$ cat config.mk
export PLATFORM = sky130hd
export DESIGN_NAME = bwt_core
export DESIGN_NICKNAME = d
export VERILOG_FILES = /design/src/include/bwt_pkg.sv /design/src/bwt_core.sv
export SDC_FILE = /design/constraint.sdc
export NUM_CORES = 1
export LEC_CHECK = 0
export BUFFER_PORTS_ARGS = -buffer_cell sky130_fd_sc_hd__clkbuf_2
export CORE_MARGIN = 1.5
export CORE_UTILIZATION = 50
export DETAILED_ROUTE_END_ITERATION = 6
export GPL_TIMING_DRIVEN = 0
export PLACE_DENSITY = 0.73
export SKIP_CTS_REPAIR_TIMING = 1
export SYNTH_ARGS = -nofsm -noshare
export SYNTH_HDL_FRONTEND = slang
export SYNTH_SLANG_ARGS = --single-unit
$ cat constraint.sdc
create_clock -name clk -period 14.6 [get_ports clk]
set_input_delay 2.92 -clock clk [delete_from_list [all_inputs] [get_ports clk]]
set_output_delay 2.92 -clock clk [all_outputs]
set_load 0.02 [all_outputs]
$ cat src/include/bwt_pkg.sv
// Shared constants, types and period table for the buffer-write / idle-timer block
package bwt_pkg;
  // Register indices; byte address is four times the index
  localparam logic [8:0] IDX_DATA = 9'h1f0;
  localparam logic [8:0] IDX_FEAT = 9'h1f1;
  localparam logic [8:0] IDX_SC = 9'h1f2;
  localparam logic [8:0] IDX_SN = 9'h1f3;
  localparam logic [8:0] IDX_CL = 9'h1f4;
  localparam logic [8:0] IDX_CH = 9'h1f5;
  localparam logic [8:0] IDX_DH = 9'h1f6;
  localparam logic [8:0] IDX_CMD = 9'h1f7;
  localparam logic [8:0] IDX_IRQ_STAT = 9'h100;
  localparam logic [8:0] IDX_IRQ_MASK = 9'h101;
  localparam logic [8:0] IDX_POWER = 9'h102;

  // Opcodes
  localparam logic [7:0] OP_BUF_WRITE = 8'he8;
  localparam logic [7:0] OP_IDLE_A = 8'h97;
  localparam logic [7:0] OP_IDLE_B = 8'he3;

  // Condition flag bits
  localparam int ST_BUSY = 7;
  localparam int ST_READY = 6;
  localparam int ST_DRQ = 3;
  localparam int ST_ERR = 0;
  localparam logic [7:0] FAULT_ABORT = 8'h04;

  // Interrupt status bits
  localparam int IRQ_DONE = 0;
  localparam int IRQ_STANDBY = 1;
  localparam int IRQ_W = 2;

  // Power register bits
  localparam int PWR_IDLE = 0;
  localparam int PWR_APD_EN = 1;
  localparam int PWR_RUN = 2;

  // Sector buffer: 512 bytes as 256 16-bit words
  localparam int BUF_WORDS = 256;
  localparam logic [7:0] BUF_LAST = 8'hff;

  // Timer periods in seconds and the sector count codes that select them
  localparam int SEC_PER_STEP_SHORT = 5;
  localparam int SEC_PER_STEP_LONG = 1800;
  localparam int SEC_21MIN = 1260;
  localparam int SEC_8H = 28800;
  localparam int SEC_21MIN15S = 1275;
  localparam logic [7:0] SC_SHORT_MAX = 8'hf0;
  localparam logic [7:0] SC_LONG_MAX = 8'hfb;
  localparam logic [7:0] SC_21MIN = 8'hfc;
  localparam logic [7:0] SC_8H = 8'hfd;

  // Clock and tick rate
  localparam int CLK_HZ = 125000000;
  localparam int TICK_S = 1;

  typedef logic [15:0] bwt_secs_t;

  typedef enum logic [2:0] {
    BWT_READY = 3'b000,
    BWT_PREP = 3'b001,
    BWT_XFER = 3'b011,
    BWT_IDLECMD = 3'b010,
    BWT_ABORT = 3'b110
  } bwt_state_e;

  typedef struct packed {
    logic [7:0] feature_input;
    logic [7:0] sector_count;
    logic [7:0] sector_number;
    logic [7:0] cylinder_low;
    logic [7:0] cylinder_high;
    logic [7:0] drive_head;
  } bwt_taskfile_s;

  typedef struct packed {
    logic we;
    logic [7:0] addr;
    logic [15:0] data;
  } bwt_bufwr_s;

  function automatic bwt_secs_t bwt_period(input logic [7:0] sc);
    int secs;
    secs = 0;
    if (sc == 8'h00) secs = 0;
    else if (sc <= SC_SHORT_MAX) secs = int'(sc) * SEC_PER_STEP_SHORT;
    else if (sc <= SC_LONG_MAX) secs = (int'(sc) - int'(SC_SHORT_MAX)) * SEC_PER_STEP_LONG;
    else if (sc == SC_21MIN) secs = SEC_21MIN;
    else if (sc == SC_8H) secs = SEC_8H;
    else secs = SEC_21MIN15S;
    return secs[15:0];
  endfunction : bwt_period
endpackage : bwt_pkg

$ cat src/bwt_core.sv
// Buffer overwrite and idle command handling with automatic power-down timer
`timescale 1ns/1ps
// Overview of operation
// - Opcode E8 sets busy and prepares the buffer for host data.
// - When ready, raise transfer request and drop busy.
// - Host sends exactly 512 bytes; stored, interrupt after the last.
// - Idle opcodes set busy, enter idle, clear busy, interrupt.
// - Idle completion interrupt does not wait for idle entry to finish.
// - Spindle already turning means no spin-up request.
// - Nonzero sector count enables power-down and starts countdown at once.
// - Countdown expiry without commands puts the drive into standby.
// - Zero sector count disables the power-down timer.
// - Command during countdown reloads the full period, then executes.
// - Countdown restarts once the interrupting command finishes.
// - Period table from sector count: x5 s, x30 min, fixed codes.
module bwt_core #(
  parameter int TICK_DIV = bwt_pkg::CLK_HZ * bwt_pkg::TICK_S
) (
  input wire logic clk,
  input wire logic rst,
  input wire logic [8:0] address,
  input wire logic read,
  input wire logic write,
  input wire logic [31:0] writedata,
  input wire logic [3:0] byteenable,
  output logic [31:0] readdata,
  output logic waitrequest,
  output logic irq,
  output bwt_pkg::bwt_bufwr_s buf_wr,
  input wire logic spindle_turning,
  output logic spin_up_req,
  output logic standby_req,
  output logic idle_mode
);
  // Bus handshake: one wait cycle, access takes effect when waitrequest is low
  logic next_waitrequest;
  logic [31:0] next_readdata;
  logic acc;
  logic wr_acc;

  always_comb begin
    next_waitrequest = ~((read | write) & waitrequest);
  end

  assign acc = (read | write) & ~waitrequest;
  assign wr_acc = write & ~waitrequest & byteenable[0];

  // Spindle input filter
  logic spin_s1, spin_s2, spin_s3, spin_f;
  logic next_spin_f;

  always_comb begin
    next_spin_f = (spin_s2 == spin_s3) ? spin_s3 : spin_f;
  end

  // Task file and command state
  bwt_pkg::bwt_taskfile_s tf, next_tf;
  bwt_pkg::bwt_state_e state, next_state;
  logic [7:0] flags, next_flags;
  logic [7:0] fault_code, next_fault_code;
  logic [7:0] word_idx, next_word_idx;
  bwt_pkg::bwt_bufwr_s next_buf_wr;
  logic next_idle_mode;
  logic next_spin_up_req;
  logic done_ev;
  logic cmd_wr;
  logic data_wr;

  assign cmd_wr = wr_acc && address == bwt_pkg::IDX_CMD && state == bwt_pkg::BWT_READY;
  assign data_wr = write && !waitrequest && address == bwt_pkg::IDX_DATA
                   && byteenable[1:0] == 2'b11 && state == bwt_pkg::BWT_XFER;

  always_comb begin
    next_tf = tf;
    next_state = state;
    next_flags = flags;
    next_fault_code = fault_code;
    next_word_idx = word_idx;
    next_buf_wr = '0;
    next_idle_mode = idle_mode;
    next_spin_up_req = 1'b0;
    done_ev = 1'b0;
    if (wr_acc && state == bwt_pkg::BWT_READY) begin
      case (address)
        bwt_pkg::IDX_FEAT: next_tf.feature_input = writedata[7:0];
        bwt_pkg::IDX_SC: next_tf.sector_count = writedata[7:0];
        bwt_pkg::IDX_SN: next_tf.sector_number = writedata[7:0];
        bwt_pkg::IDX_CL: next_tf.cylinder_low = writedata[7:0];
        bwt_pkg::IDX_CH: next_tf.cylinder_high = writedata[7:0];
        bwt_pkg::IDX_DH: next_tf.drive_head = writedata[7:0];
        default: ;
      endcase
    end
    case (state)
      bwt_pkg::BWT_READY: begin
        if (cmd_wr) begin
          next_flags[bwt_pkg::ST_BUSY] = 1'b1;
          next_flags[bwt_pkg::ST_ERR] = 1'b0;
          next_fault_code = '0;
          case (writedata[7:0])
            bwt_pkg::OP_BUF_WRITE: next_state = bwt_pkg::BWT_PREP;
            bwt_pkg::OP_IDLE_A, bwt_pkg::OP_IDLE_B: next_state = bwt_pkg::BWT_IDLECMD;
            default: next_state = bwt_pkg::BWT_ABORT;
          endcase
        end
      end
      bwt_pkg::BWT_PREP: begin
        next_word_idx = '0;
        next_flags[bwt_pkg::ST_DRQ] = 1'b1;
        next_flags[bwt_pkg::ST_BUSY] = 1'b0;
        next_state = bwt_pkg::BWT_XFER;
      end
      bwt_pkg::BWT_XFER: begin
        if (data_wr) begin
          next_buf_wr.we = 1'b1;
          next_buf_wr.addr = word_idx;
          next_buf_wr.data = writedata[15:0];
          next_word_idx = word_idx + 8'h01;
          if (word_idx == bwt_pkg::BUF_LAST) begin
            next_flags[bwt_pkg::ST_DRQ] = 1'b0;
            done_ev = 1'b1;
            next_state = bwt_pkg::BWT_READY;
          end
        end
      end
      bwt_pkg::BWT_IDLECMD: begin
        next_idle_mode = 1'b1;
        next_spin_up_req = ~spin_f;
        next_flags[bwt_pkg::ST_BUSY] = 1'b0;
        done_ev = 1'b1;
        next_state = bwt_pkg::BWT_READY;
      end
      bwt_pkg::BWT_ABORT: begin
        next_flags[bwt_pkg::ST_BUSY] = 1'b0;
        next_flags[bwt_pkg::ST_ERR] = 1'b1;
        next_fault_code = bwt_pkg::FAULT_ABORT;
        done_ev = 1'b1;
        next_state = bwt_pkg::BWT_READY;
      end
      default: begin
        next_state = bwt_pkg::BWT_READY;
        next_flags = '0;
      end
    endcase
    if (standby_req) next_idle_mode = 1'b0;
  end

  // Power-down timer
  logic [31:0] presc, next_presc;
  logic tick;
  logic apd_en, next_apd_en;
  logic run, next_run;
  bwt_pkg::bwt_secs_t period, next_period;
  bwt_pkg::bwt_secs_t remain, next_remain;
  logic next_standby_req;
  logic idle_cmd;

  assign idle_cmd = state == bwt_pkg::BWT_IDLECMD;

  always_comb begin
    next_presc = presc + 32'h1;
    tick = 1'b0;
    if (presc == 32'(TICK_DIV - 1)) begin
      next_presc = '0;
      tick = 1'b1;
    end
    next_apd_en = apd_en;
    next_run = run;
    next_period = period;
    next_remain = remain;
    next_standby_req = 1'b0;
    if (cmd_wr) begin
      next_remain = period;
      next_run = 1'b0;
    end else if (idle_cmd) begin
      next_period = bwt_pkg::bwt_period(tf.sector_count);
      next_remain = bwt_pkg::bwt_period(tf.sector_count);
      next_apd_en = tf.sector_count != 8'h00;
      next_run = tf.sector_count != 8'h00;
      next_presc = '0;
    end else if (done_ev && idle_mode && apd_en) begin
      next_remain = period;
      next_run = 1'b1;
      next_presc = '0;
    end else if (run && tick && state == bwt_pkg::BWT_READY) begin
      next_remain = remain - 16'h1;
      if (remain == 16'h1) begin
        next_run = 1'b0;
        next_standby_req = 1'b1;
      end
    end
  end

  // Interrupt status, sticky, write one to clear; a set in the same cycle wins
  logic [bwt_pkg::IRQ_W-1:0] irq_stat, next_irq_stat;
  logic [bwt_pkg::IRQ_W-1:0] irq_mask, next_irq_mask;
  logic next_irq;

  always_comb begin
    next_irq_stat = irq_stat;
    next_irq_mask = irq_mask;
    if (wr_acc && address == bwt_pkg::IDX_IRQ_STAT)
      next_irq_stat = irq_stat & ~writedata[bwt_pkg::IRQ_W-1:0];
    if (wr_acc && address == bwt_pkg::IDX_IRQ_MASK)
      next_irq_mask = writedata[bwt_pkg::IRQ_W-1:0];
    if (done_ev) next_irq_stat[bwt_pkg::IRQ_DONE] = 1'b1;
    if (next_standby_req) next_irq_stat[bwt_pkg::IRQ_STANDBY] = 1'b1;
    next_irq = |(next_irq_stat & next_irq_mask);
  end

  // Read mux, captured during the wait cycle
  always_comb begin
    next_readdata = '0;
    if (read && waitrequest) begin
      case (address)
        bwt_pkg::IDX_FEAT: next_readdata[7:0] = fault_code;
        bwt_pkg::IDX_SC: next_readdata[7:0] = tf.sector_count;
        bwt_pkg::IDX_SN: next_readdata[7:0] = tf.sector_number;
        bwt_pkg::IDX_CL: next_readdata[7:0] = tf.cylinder_low;
        bwt_pkg::IDX_CH: next_readdata[7:0] = tf.cylinder_high;
        bwt_pkg::IDX_DH: next_readdata[7:0] = tf.drive_head;
        bwt_pkg::IDX_CMD: next_readdata[7:0] = flags | (8'h01 << bwt_pkg::ST_READY);
        bwt_pkg::IDX_IRQ_STAT: next_readdata[bwt_pkg::IRQ_W-1:0] = irq_stat;
        bwt_pkg::IDX_IRQ_MASK: next_readdata[bwt_pkg::IRQ_W-1:0] = irq_mask;
        bwt_pkg::IDX_POWER: begin
          next_readdata[bwt_pkg::PWR_IDLE] = idle_mode;
          next_readdata[bwt_pkg::PWR_APD_EN] = apd_en;
          next_readdata[bwt_pkg::PWR_RUN] = run;
        end
        default: next_readdata = '0;
      endcase
    end else begin
      next_readdata = readdata;
    end
  end

  always_ff @(posedge clk or posedge rst) begin
    if (rst) begin
      waitrequest <= 1'b1;
      readdata <= '0;
      spin_s1 <= 1'b0;
      spin_s2 <= 1'b0;
      spin_s3 <= 1'b0;
      spin_f <= 1'b0;
      tf <= '0;
      state <= bwt_pkg::BWT_READY;
      flags <= '0;
      fault_code <= '0;
      word_idx <= '0;
      buf_wr <= '0;
      idle_mode <= 1'b0;
      spin_up_req <= 1'b0;
      presc <= '0;
      apd_en <= 1'b0;
      run <= 1'b0;
      period <= '0;
      remain <= '0;
      standby_req <= 1'b0;
      irq_stat <= '0;
      irq_mask <= '0;
      irq <= 1'b0;
    end else begin
      waitrequest <= next_waitrequest;
      readdata <= next_readdata;
      spin_s1 <= spindle_turning;
      spin_s2 <= spin_s1;
      spin_s3 <= spin_s2;
      spin_f <= next_spin_f;
      tf <= next_tf;
      state <= next_state;
      flags <= next_flags;
      fault_code <= next_fault_code;
      word_idx <= next_word_idx;
      buf_wr <= next_buf_wr;
      idle_mode <= next_idle_mode;
      spin_up_req <= next_spin_up_req;
      presc <= next_presc;
      apd_en <= next_apd_en;
      run <= next_run;
      period <= next_period;
      remain <= next_remain;
      standby_req <= next_standby_req;
      irq_stat <= next_irq_stat;
      irq_mask <= next_irq_mask;
      irq <= next_irq;
    end
  end
endmodule : bwt_core
# Word level (Yosys, flattened, before mapping)
# Cells that the tools add are included.
[totals]
in_bits = 50
regBits = 174
out_inout_bits = 62
word_cells = 177
[classes]
add_sub_neg = 4
bitwise_logic = 14
reduce_logical = 41
multipliers = 2
order_cmp = 2
muxes = 55
n_eq_ne = 28
[op_table]
columns = ["op", "n"]
rows = [
  ["$mux 32", 4],
  ["$mux 16", 7],
  ["$eq 9x9->1 const B", 11],
  ["$mux 25", 2],
  ["$eq 8x8->1 const B", 6],
  ["$pmux 5 s7", 1],
  ["$add 32x1->32 const B", 1],
  ["$eq 32x27->1 const B", 1],
  ["$pmux 8 s2", 2],
  ["$mux 15", 2],
  ["$mux 1", 22],
  ["$reduce_and 2->1", 11],
  ["$pmux 2 s10", 1],
  ["$eq 16x1->1 const B", 1],
  ["$le 8x8->1 const B", 2],
  ["$mux 8", 2],
  ["$sub 16x1->16 const B", 1],
  ["$logic_and 1x1->1", 14],
  ["$mul 9x9->13 const B", 1],
  ["$mul 8x3->11 const B", 1],
  ["$mux 3", 3],
  ["$pmux 3 s3", 1],
  ["$sub 8x8->9 const B", 1],
  ["$add 8x1->8 const B", 1],
  ["other kinds (26)", 47],
]

# Longest topological paths before layout
# Gate-level depths: netlist (run 1).
[logic_depth]
depth_word = 15
mapped_depth = 16
depth_no_buf = 16

# Worst setup path before layout (run 1)
# OpenSTA, ideal clock, no wires.
[synth_timing]
path_kind = "input to register"
from = "input port address[7]"
to = "register remain[15]"
arrival_time_ns = 4.684
setup_slack_ns = 9.788
required_time_ns = 14.473
stages = 8
n_path_buf = 2
setup_ns = 0.127
cell_sequence = "nand4_1 or4b_1 or3_1 buf_6 nand2_8 or2_1 buf_4 mux2_1"
[synth_between]
elab_chain_len = 11
word_cells_on_any_way = 15
classes_between = "eq/ne (2); mux (5); reduce/logical (8)"
[synth_lines]
columns = ["element", "line_no", "source"]
rows = [
  ["start: declaration", "bwt_core.sv:21", "input wire logic [8:0] address,"],
  ["$eq 9x9->1", "bwt_core.sv:70", "assign data_wr = write && !waitrequest && address == bwt_pkg::IDX_DATA"],
  ["$logic_and 1x1->1", "bwt_core.sv:70", ""],
  ["$logic_and 1x1->1 (2 in a row)", "bwt_core.sv:71", "&& byteenable[1:0] == 2'b11 && state == bwt_pkg::BWT_XFER;"],
  ["$mux 1", "bwt_core.sv:114", "if (data_wr) begin"],
  ["$pmux 1 s2", "bwt_core.sv:94", "case (state)"],
  ["$logic_and 1x1->1 (2 in a row)", "bwt_core.sv:181", "end else if (done_ev && idle_mode && apd_en) begin"],
  ["$mux 16", "bwt_core.sv:181", ""],
  ["$mux 16", "bwt_core.sv:175", "end else if (idle_cmd) begin"],
  ["$mux 16", "bwt_core.sv:172", "if (cmd_wr) begin"],
  ["end signal: assignment", "bwt_core.sv:281", "remain <= next_remain;"],
  ["end: declaration", "bwt_core.sv:154", "bwt_pkg::bwt_secs_t remain, next_remain;"],
]
# Parallel ways exist; a longest one is shown, timed or not.
# A chain may end at the register's enable or synchronous reset.

# Final worst setup path (run 1)
[layout_timing]
from = "input port address[7]"
to = "register tf[11] in the netlist's numbering"
[layout_between]
elab_chain_len = 2
[layout_lines]
columns = ["element", "line_no", "source"]
rows = [
  ["$eq 9x9->1", "bwt_core.sv:84", "case (address)"],
  ["$reduce_and 2->1 (no line)", "n/a", ""],
  ["end signal: assignment", "bwt_core.sv:269", "tf <= next_tf;"],
  ["end: declaration", "bwt_core.sv:57", "bwt_pkg::bwt_taskfile_s tf, next_tf;"],
]
# No other way between the ends.

==> results of run 1 <==
[kinds of logic after synthesis]
logic type	share of synthesized area
and+or+nand+nor	0.1850
DFF	0.4447
AOI/OAI and AO/OA	0.1185
buffers and inverters	0.05284
muxes	0.07401
adders and majority gates	0.07880
xor gates and xnor gates	0.04579
other	0.0003989
[sequential cells by signal (all words and copies together), names as in the netlist, 3 cells and up]
signal	flops
readdata	8
state	3
remain	16
word_idx	8
presc	32
period	16
flags	3
tf	40
buf_wr	25
[layout make-up]
| type | instances | share of cell area |
|---|---|---|
| Clock buffer | 18 | 0.04092 |
| Inverter | 35 | 0.01294 |
| Buffer | 60 | 0.03404 |
| Timing Repair Buffer | 67 | 0.03335 |
| Tap cell | 229 | 0.02670 |
| Clock inverter | 14 | 0.01434 |
| Sequential cell | 167 | 0.3895 |
| Multi-Input combinational cell | 679 | 0.4482 |
[worst max path at each step]
stage	to	slack, ns
final	tf[11]	9.81
after global routing	tf[13]	9.74
after CTS	tf[11]	9.84
after detailed placement	tf[11]	9.39
after global placement	spin_s1	5.35
after floorplan	apd_en	7.16
[cell usage in the layout (no fill, tap or decap), types with 7 or more instances in the layout]
cell / netlist / layout
dfrtp_1: 166 / 166
nor2_1: 81 / 81
nand2_1: 75 / 75
clkbuf_2: 0 / 66
mux2_2: 45 / 45
ha_1: 44 / 44
a21oi_1: 42 / 42
inv_1: 35 / 34
o21ai_0: 34 / 34
and2_1: 31 / 31
xor2_1: 28 / 28
buf_4: 25 / 25
nand3_1: 24 / 24
conb_1: 1 / 24
clkbuf_1: 23 / 23
and3_1: 19 / 19
clkbuf_16: 0 / 17
nor3_1: 16 / 16
a21o_1: 16 / 16
xnor2_1: 16 / 16
nand4_1: 12 / 12
nor2b_1: 11 / 11
mux2i_1: 11 / 11
o21a_1: 9 / 9
fa_1: 9 / 9
or3_1: 8 / 8
inv_8: 0 / 8
buf_2: 7 / 7
nor4_1: 7 / 7
a31oi_1: 7 / 7
[critical path, delay by kind of cell]
family	cells	cell delay, ns
buffers and inverters	2	0.34
multiplexers	1	0.41
AND/OR/NAND/NOR	3	1.42
[where the power goes]
group          internal [mW]  switching [mW]  leakage (nW)  total [mW]
registers              0.474          0.0110          2.26       0.485
clock network          0.235           0.215         0.290       0.450
logic                 0.0325          0.0471          2.77      0.0796
[metal layers]
layer,share of wire,GRT usage
met1,0.45,0.3051
met4,0.019,0.06870
met5,0,0
met2,0.49,0.3689
met3,0.043,0.04444
==> results by group, run 1 <==
Placed design
  – I/O Buffers: 66
  – RD Place Congestion: 0.8678
  – Placed Area: 0.01014 mm^2
  – DP Worst Slack: 9.394 ns
  – DP Wirelength: 15.09 mm
  – Placed cell count: 1237

Run
  – MaxCap Viol Count: 0

Global routing
  – Global route overflow: 0
  – Largest net degree at the start of global routing: 134
  – Initial antenna violation count: 0
  – GRT Util Overall: 0.2256
  – Vias in the first global route: 7018
  – Global-route wire length before repair: 35.25 mm

Synthesis
  – #FFs+latches synth: 167
  – Sequential share of the synthesized area: 0.4447
  – Syn Inst Count: 918
  – Mapped Area: 0.009400 mm^2
  – Most instantiated cells after synthesis: dfrtp_1 (166), nor2_1 (81), nand2_1 (75)
  – Synth top area share: 0.4419
  – Most common cell in the synthesized netlist: dfrtp_1
  – Area leader, netlist: dfrtp_1
  – Post-synth EDFFs: 0
  – Area contributors post-synth: dfrtp_1 (44%), ha_1 (5.9%), mux2_2 (5.4%)
  – Synth warn: 0
  – Ys async rst share: 1.000
  – Yosys cell types: 78
  – Post-synth top flop: dfrtp_1
  – Mean area per synthesized cell: 10.24 um^2

Cells and area
  – Final net count: 1130
  – Register area: 0.004180 mm^2
  – Fin util: 0.5894
  – Post-route cell area: 0.01073 mm^2
  – Multi-input gate area: 0.004810 mm^2
  – Fillcell total: 1537
  – Ant. Diodes: 0
  – Final non-filler cell total: 1269
  – Share of post-route cells with drive strength above 1: 0.2048
  – Layout area overhead: 14.16%

Drt
  – First-pass iteration count of the detailed router: 5
  – Vias per inst: 5.558
  – DRC viols: 0
  – Initial DRC Count: 595
  – Number of vias in the routed layout: 7053
  – Routed Antenna Nets: 0
  – DR WL/cell: 16.64 um
  – Routed WL: 21.12 mm

CTS
  – Clock insertion delay at the later pin of the skew report: 0.43 ns
  – Num CTS Buffers: 17
  – TritonCTS clock tree: done
  – CTS Sinks: 167
  – H-Tree Level Count: 4
  – Worst-path clk slew: 0.07 ns
  – Clock buffer depth: 2
  – Root Driver: clkbuf_16

Power and ir drop
  – Pwr/cell area: 94.50 mW/mm^2
  – Design Power: 1.014 mW
  – IR drop worst, VDD: 0.00008304 V
  – P_leak: 5.328 nW

Timing
  – Pins Over Slew Limit: 0
  – Hold Vio Cnt, Final: 0
  – Final worst slack: 9.809 ns
  – Crit share post-route: 0.3281
  – Achievable frequency: 0.2087 GHz
  – Crit path time final: 4.791 ns
  – Slew HR: 0.3734
  – Worst Tran Pin Value: 0.9327 ns
  – Setup_tns: 0 ns
  – Setup-failing EPs final: 0
  – Worst hold slack: 0.3496 ns
  – RSZ-0062 raised after global routing: no
  – Worst Skew: 0.01063 ns

Setup path
  – Data required time at the worst endpoint: 14.92 ns
  – R2r worst-path depth: 15
  – R2R Path Start: tf[36]
  – Critical path arrival: 5.11 ns
  – Crit Path Category: in2reg
  – Flop-to-flop setup slack: 10.14 ns
  – RR Endpoint: remain[15]
  – Worst Setup End Kind: register
  – Max stage delay on crit path: 0.70 ns
  – Crit-path cells: clkbuf_2 -> nand4_1 -> or4b_1 -> clkbuf_1 -> nor3_2 -> mux2_2
  – CP max stage cell: nor3_2
  – Critical path startpoint category: input port
  – CP startpoint: address[7]
  – Critical Path Fanout Max: 10

Die
  – Die W: 140.1 um
  – Die Footprint: 0.01963 mm^2
  – Initial core utilization: 0.5163
  – Core box area: 0.01821 mm^2
  – Die height: 140.1 um
  – Row count: 49
  – Top-Level Pins: 112

Worst hold path
  – Hold depth: 0
  – Hold EP: spin_s2
  – Hold Crit Class: reg2reg
  – Worst min-delay path startpoint: spin_s1

Status
  – Status: finished clean
(Power assumes the default switching activity.)
==> run 2: changes to the inputs <==
ABC_AREA = 1   (was unset)
PLACE_DENSITY = 0.75   (was 0.73)
clock period = 4.4 ns   (was 14.6 ns; I/O delays follow)
==> run 2 against run 1 <==
  * Global-route usage rose by 2.4 points
  * Sequential power rose to 3.7 times the previous value
  * Setup slack worse by 9.4 ns
  * First-iteration DRC count increased by 13%
  * Power rose to 4.2 times the previous value
  * Critical path depth is 9 higher
  * Sequential cell count unchanged
  * Register-to-register slack got worse by 9.8 ns
  * Hold slack worse by 0.0014 ns
  * Via count increased by 25%
  * Critical path type is now reg2reg
  * Largest cell class unchanged
  * Clock skew grew 0.0040 ns
  * Routed wire length grew 20%
==> results by group, run 2 <==
Status
  – Status: finished clean

Die
  – Die W: 145.1 um
  – Die height: 145.1 um
  – Core box area: 0.01965 mm^2
  – Initial core utilization: 0.5135
  – Top-Level Pins: 112
  – Die Footprint: 0.02105 mm^2
  – Row count: 51

Cells and area
  – Share of post-route cells with drive strength above 1: 0.1475
  – Largest regs: tf (40), presc (32), buf_wr (25)
  – Final non-filler cell total: 1668
  – Fillcell total: 1792
  – Most common cell after layout, fill and taps aside: nand2_1
  – Ant. Diodes: 0
  – Commonest non-fill, non-tap cells in the layout: nand2_1 (309), nor2_1 (173), dfrtp_1 (165)
  – Layout area overhead: 14.69%
  – Multi-input gate area: 0.005076 mm^2
  – Largest reg by FF count: tf
  – Final net count: 1493
  – Register area: 0.004182 mm^2
  – Max reg flops: 40

Timing
  – Crit share post-route: 0.9133
  – Setup-failing EPs final: 0
  – Setup_tns: 0 ns
  – Slew HR: 0.4129
  – Crit path time final: 4.019 ns
  – Pins Over Slew Limit: 0
  – Worst Skew: 0.01464 ns
  – Worst hold slack: 0.3481 ns
  – Worst Tran Pin Value: 0.8739 ns
  – Hold Vio Cnt, Final: 0
  – Final worst slack: 0.3813 ns
  – Achievable frequency: 0.2488 GHz
  – RSZ-0062 raised after global routing: no

Setup path
  – Worst Setup End Kind: register
  – Critical Path Fanout Max: 9
  – Critical path arrival: 4.35 ns
  – Data required time at the worst endpoint: 4.73 ns
  – Flop-to-flop setup slack: 0.38 ns
  – Crit Path Category: reg2reg
  – Crit-path cells: inv_1 -> ha_1 -> xnor2_1 -> fa_1 -> fa_1 -> ha_1 -> ha_1 -> a21oi_1 -> o21ai_0 -> a31oi_1 -> nand3_1 -> nand3_1 -> nand3_1 -> nand2_1 -> nand2_1
  – Max stage delay on crit path: 0.57 ns
  – Critical path startpoint category: register
  – CP max stage cell: fa_1

CTS
  – Num CTS Buffers: 17
  – CTS Sinks: 167
  – H-Tree Level Count: 4
  – Clock buffer depth: 2
  – Clock insertion delay at the later pin of the skew report: 0.44 ns
  – TritonCTS clock tree: done
  – Root Driver: clkbuf_16
  – Worst-path clk slew: 0.08 ns

Synthesis
  – Sequential share of the synthesized area: 0.4142
  – Mapped Area: 0.01009 mm^2
  – #FFs+latches synth: 167
  – Most common cell in the synthesized netlist: nand2_1
  – Syn Inst Count: 1276
  – Post-synth EDFFs: 0
  – Synth top area share: 0.4116
  – Area contributors post-synth: dfrtp_1 (41%), nand2_1 (11%), nor2_1 (6.4%)
  – Most instantiated cells after synthesis: nand2_1 (309), nor2_1 (173), dfrtp_1 (166)
  – Post-synth top flop: dfrtp_1
  – Area leader, netlist: dfrtp_1
  – Ys async rst share: 1.000
  – Yosys cell types: 63
  – Synth warn: 0
  – Mean area per synthesized cell: 7.909 um^2

Drt
  – DR WL/cell: 15.22 um
  – Initial DRC Count: 670
  – DRC viols: 0
  – First-pass iteration count of the detailed router: 5
  – Number of vias in the routed layout: 8785
  – Vias per inst: 5.267
  – Routed Antenna Nets: 0
  – Routed WL: 25.38 mm

Global routing
  – Global-route wire length before repair: 42.25 mm
  – Global route overflow: 0
  – Initial antenna violation count: 0
  – GRT Util Overall: 0.2492
  – Vias in the first global route: 8602
  – Largest net degree at the start of global routing: 44

Power and ir drop
  – Psw: 1.490 mW
  – Internal power: 2.793 mW
  – Reg power frac: 0.418
  – Logic gate share of total power: 0.218
  – IR drop worst, VDD: 0.0002445 V
  – P_leak: 5.855 nW
  – Pwr/cell area: 370.0 mW/mm^2
  – Net Sw Frac: 0.3478
  – Clk network pwr share: 0.365

Placed design
  – DP Worst Slack: 0.2221 ns
  – RD Place Congestion: 0.9186
  – Placed cell count: 1636
  – I/O Buffers: 68
  – DP Wirelength: 19.36 mm

Worst hold path
  – Hold Crit Class: reg2reg

Run
  – MaxCap Viol Count: 0
==> run 2: routing by layer <==
metal	routed length, um	vias to the layer above	share of wire	global-route usage
met1	11340	4154	0.45	0.3392
li1	-	4294	-	-
met4	526	0	0.021	0.08980
met3	1603	46	0.063	0.05000
met2	11920	291	0.47	0.3952
met5	0	-	0	0
==> run 2: cells by family (layout without fill, tap and decap cells) <==
family / Yosys count / after routing / share of synthesized area
adders and majority gates: 54 / 54 / 0.07339
AOI/OAI and AO/OA: 134 / 134 / 0.07563
xor gates and xnor gates: 41 / 41 / 0.03558
and+or+nand+nor: 676 / 676 / 0.3094
other: 1 / 24 / 0.0003716
buffers and inverters: 203 / 307 / 0.09137
DFF: 167 / 167 / 0.4142
==> run 2: power groups by stage <==
stage | clock [mW] | sequential, mW | combinational (mW)
global route | 1.66 | 1.81 | 1.06
finish | 1.56 | 1.79 | 0.932
floorplan | 0 | 1.79 | 0.719
detailed placement | 0 | 1.82 | 0.933
CTS | 1.59 | 1.79 | 0.938
global placement | 0 | 1.81 | 0.903
==> run 2: critical path: cells and delay by family (launching register included) <==
kind            cells  cell delay, ns
compound gates      3            0.46
xor+xnor            1            0.19
simple gates        5            0.49
flops               1            0.50
fa+ha+maj           5            2.10
buf+inv             1            0.16
==> run 2: final cells by class <==
class,count,area share
Clock buffer,17,0.03675
Clock inverter,15,0.01848
Buffer,44,0.02789
Sequential cell,167,0.3613
Timing Repair Buffer,72,0.03632
Multi-Input combinational cell,929,0.4385
Inverter,159,0.05210
Tap cell,265,0.02865
==> run 2: path summary, 6_finish.rpt <==
| check | from | cells past startpoint | endpoint |
|---|---|---|---|
| max in group asynchronous | rst | 5 | irq |
| worst max register to register | tf[36] | 15 | remain[15] |
| worst max-delay path | tf[36] | 15 | remain[15] |
| worst min register to register | spin_s1 | 0 | spin_s2 |
| min in group asynchronous | rst | 2 | buf_wr[5] |
| worst min-delay path | spin_s1 | 0 | spin_s2 |
==> run 2: per-stage QoR <==
| step | power, mW | util | area (um^2) |
|---|---|---|---|
| 2_1_floorplan | 2.509 | - | 10180 |
| 3_3_place_gp | 2.712 | 0.5523 | 10850 |
| 3_5_place_dp | 2.748 | 0.5563 | 10930 |
| 4_1_cts | 4.316 | 0.5889 | 11570 |
| 5_1_grt | 4.520 | 0.5889 | 11570 |
| 6_report | 4.283 | 0.5889 | 11570 |
==> run 3: changes to the inputs <==
PLACE_DENSITY = 0.72   (was 0.75)
==> run 3 against run 2 <==
  * Register-to-register slack about the same
  * Design area fell by 0.35%
  * First-iteration DRC count increased by 2.4%
  * Sequential cell count did not move
  * Utilization is 0.20 points lower
  * Maximum frequency decreased by 0.19%
  * Critical path type unchanged
  * Critical endpoint unchanged
  * Highest routed layer unchanged
==> results by group, run 3 (synthesized netlist as in run 2, its figures left out) <==
Status
  – Status: finished clean

CTS
  – CTS Sinks: 167
  – TritonCTS clock tree: done
  – Num CTS Buffers: 17
  – Clock insertion delay at the later pin of the skew report: 0.44 ns
  – Clock buffer depth: 2
  – H-Tree Level Count: 4
  – Worst-path clk slew: 0.07 ns
  – Root Driver: clkbuf_16

Global routing
  – GRT Util Overall: 0.2440
  – Vias in the first global route: 8181
  – Initial antenna violation count: 0
  – Global route overflow: 0
  – Global-route wire length before repair: 41.14 mm
  – Largest net degree at the start of global routing: 43

Placed design
  – RD Place Congestion: 0.9499
  – DP Worst Slack: 0.2345 ns
  – Placed cell count: 1636
  – DP Wirelength: 18.88 mm
  – I/O Buffers: 68

Power and ir drop
  – Psw: 1.459 mW
  – Internal power: 2.772 mW
  – IR drop worst, VDD: 0.0003118 V
  – Pwr/cell area: 366.8 mW/mm^2
  – Logic gate share of total power: 0.221
  – Reg power frac: 0.422
  – Net Sw Frac: 0.3448
  – Clk network pwr share: 0.357
  – Design Power: 4.231 mW
  – P_leak: 5.839 nW

Cells and area
  – Most common cell after layout, fill and taps aside: nand2_1
  – Layout area overhead: 14.29%
  – Largest regs: tf (40), presc (32), buf_wr (25)
  – Ant. Diodes: 0
  – Max reg flops: 40
  – Final non-filler cell total: 1668
  – Share of post-route cells with drive strength above 1: 0.1475
  – Commonest non-fill, non-tap cells in the layout: nand2_1 (309), nor2_1 (173), dfrtp_1 (165)
  – Fillcell total: 1829
  – Largest reg by FF count: tf
  – Multi-input gate area: 0.005076 mm^2
  – Final net count: 1493
  – Register area: 0.004182 mm^2

Drt
  – Number of vias in the routed layout: 8694
  – Vias per inst: 5.212
  – Routed WL: 24.82 mm
  – DRC viols: 0
  – Routed Antenna Nets: 0
  – Initial DRC Count: 686
  – DR WL/cell: 14.88 um
  – First-pass iteration count of the detailed router: 6

Die
  – Die Footprint: 0.02105 mm^2
  – Top-Level Pins: 112
  – Die height: 145.1 um
  – Die W: 145.1 um
  – Row count: 51
  – Initial core utilization: 0.5135
  – Core box area: 0.01965 mm^2

Setup path
  – Crit Path Category: reg2reg
  – CP max stage cell: fa_1
  – Crit-path cells: inv_1 -> ha_1 -> xnor2_1 -> fa_1 -> fa_1 -> ha_1 -> ha_1 -> a21oi_1 -> o21ai_0 -> a31oi_1 -> nand3_1 -> nand3_1 -> nand3_1 -> nand2_1 -> nand2_1
  – Worst Setup End Kind: register
  – Max stage delay on crit path: 0.57 ns
  – Critical path startpoint category: register
  – CP startpoint: tf[36]
  – Data required time at the worst endpoint: 4.73 ns
  – Flop-to-flop setup slack: 0.37 ns
  – R2R Path Start: tf[36]
  – RR Endpoint: remain[15]
  – R2r worst-path depth: 15
  – Critical Path Fanout Max: 9
  – Critical path arrival: 4.36 ns
  – End of the critical path: remain[15]

Timing
  – Setup_tns: 0 ns
  – Pins Over Slew Limit: 0
  – Final worst slack: 0.3734 ns
  – Crit share post-route: 0.9151
  – Worst Tran Pin Value: 0.8496 ns
  – Slew HR: 0.4293
  – RSZ-0062 raised after global routing: no
  – Worst Skew: 0.01181 ns
  – Worst hold slack: 0.3529 ns
  – Setup-failing EPs final: 0
  – Achievable frequency: 0.2484 GHz
  – Crit path time final: 4.027 ns
  – Hold Vio Cnt, Final: 0

Worst hold path
  – Hold Crit Class: reg2reg
  – Hold depth: 0

Run
  – MaxCap Viol Count: 0
run 3: changes by cell type in the layout (fill, tap and decap cells not counted), sizes merged:
cell and change:
inv +2, clkinvlp +1, clkinv -3
run 3: power groups by stage:
stage / logic (mW) / clock network [mW] / registers (mW)
after floorplan: 0.719 / 0 / 1.79
after global placement: 0.909 / 0 / 1.81
after detailed placement: 0.932 / 0 / 1.81
after CTS: 0.939 / 1.54 / 1.79
after global routing: 1.07 / 1.60 / 1.80
final: 0.934 / 1.51 / 1.79
run 3: how the worst min path moves through the flow:
stage	from	to
6_report	spin_s1	spin_s2
2_1_floorplan	spin_s1	spin_s2
5_1_grt	spin_s1	spin_s2
3_3_place_gp	spin_s1	spin_s2
4_1_cts	spin_s1	spin_s2
3_5_place_dp	spin_s1	spin_s2
run 3: through the flow:
stage / instance area, um^2 / utilization
global route: 11530 / 0.5869
floorplan: 10180 / -
global placement: 10850 / 0.5523
CTS: 11530 / 0.5868
finish: 11530 / 0.5869
detailed placement: 10930 / 0.5563
run 3: critical path: cells and delay by family, from the launching register on:
kind                       cells  cell delay [ns]
adders and majority gates      5             2.12
DFF                            1             0.50
and+or+nand+nor                5             0.50
AOI/OAI and AO/OA              3             0.48
xor gates and xnor gates       1             0.19
buffers and inverters          1             0.14
run 3: per-layer routing:
layer  global-route usage  vias to the layer above  routed length (um)
li1                     -                     4309                   -
met1               0.3539                     4053               11780
met2               0.3737                      300               11200
met3              0.04843                       32                1505
met4              0.06327                        0                 332
met5                    0                        -                   0
run 3: layout make-up:
type / count / area share
Sequential cell: 167 / 0.3625
Multi-Input combinational cell: 929 / 0.4401
Buffer: 44 / 0.02799
Clock buffer: 17 / 0.03688
Clock inverter: 15 / 0.01508
Timing Repair Buffer: 72 / 0.03645
Tap cell: 265 / 0.02875
Inverter: 159 / 0.05228
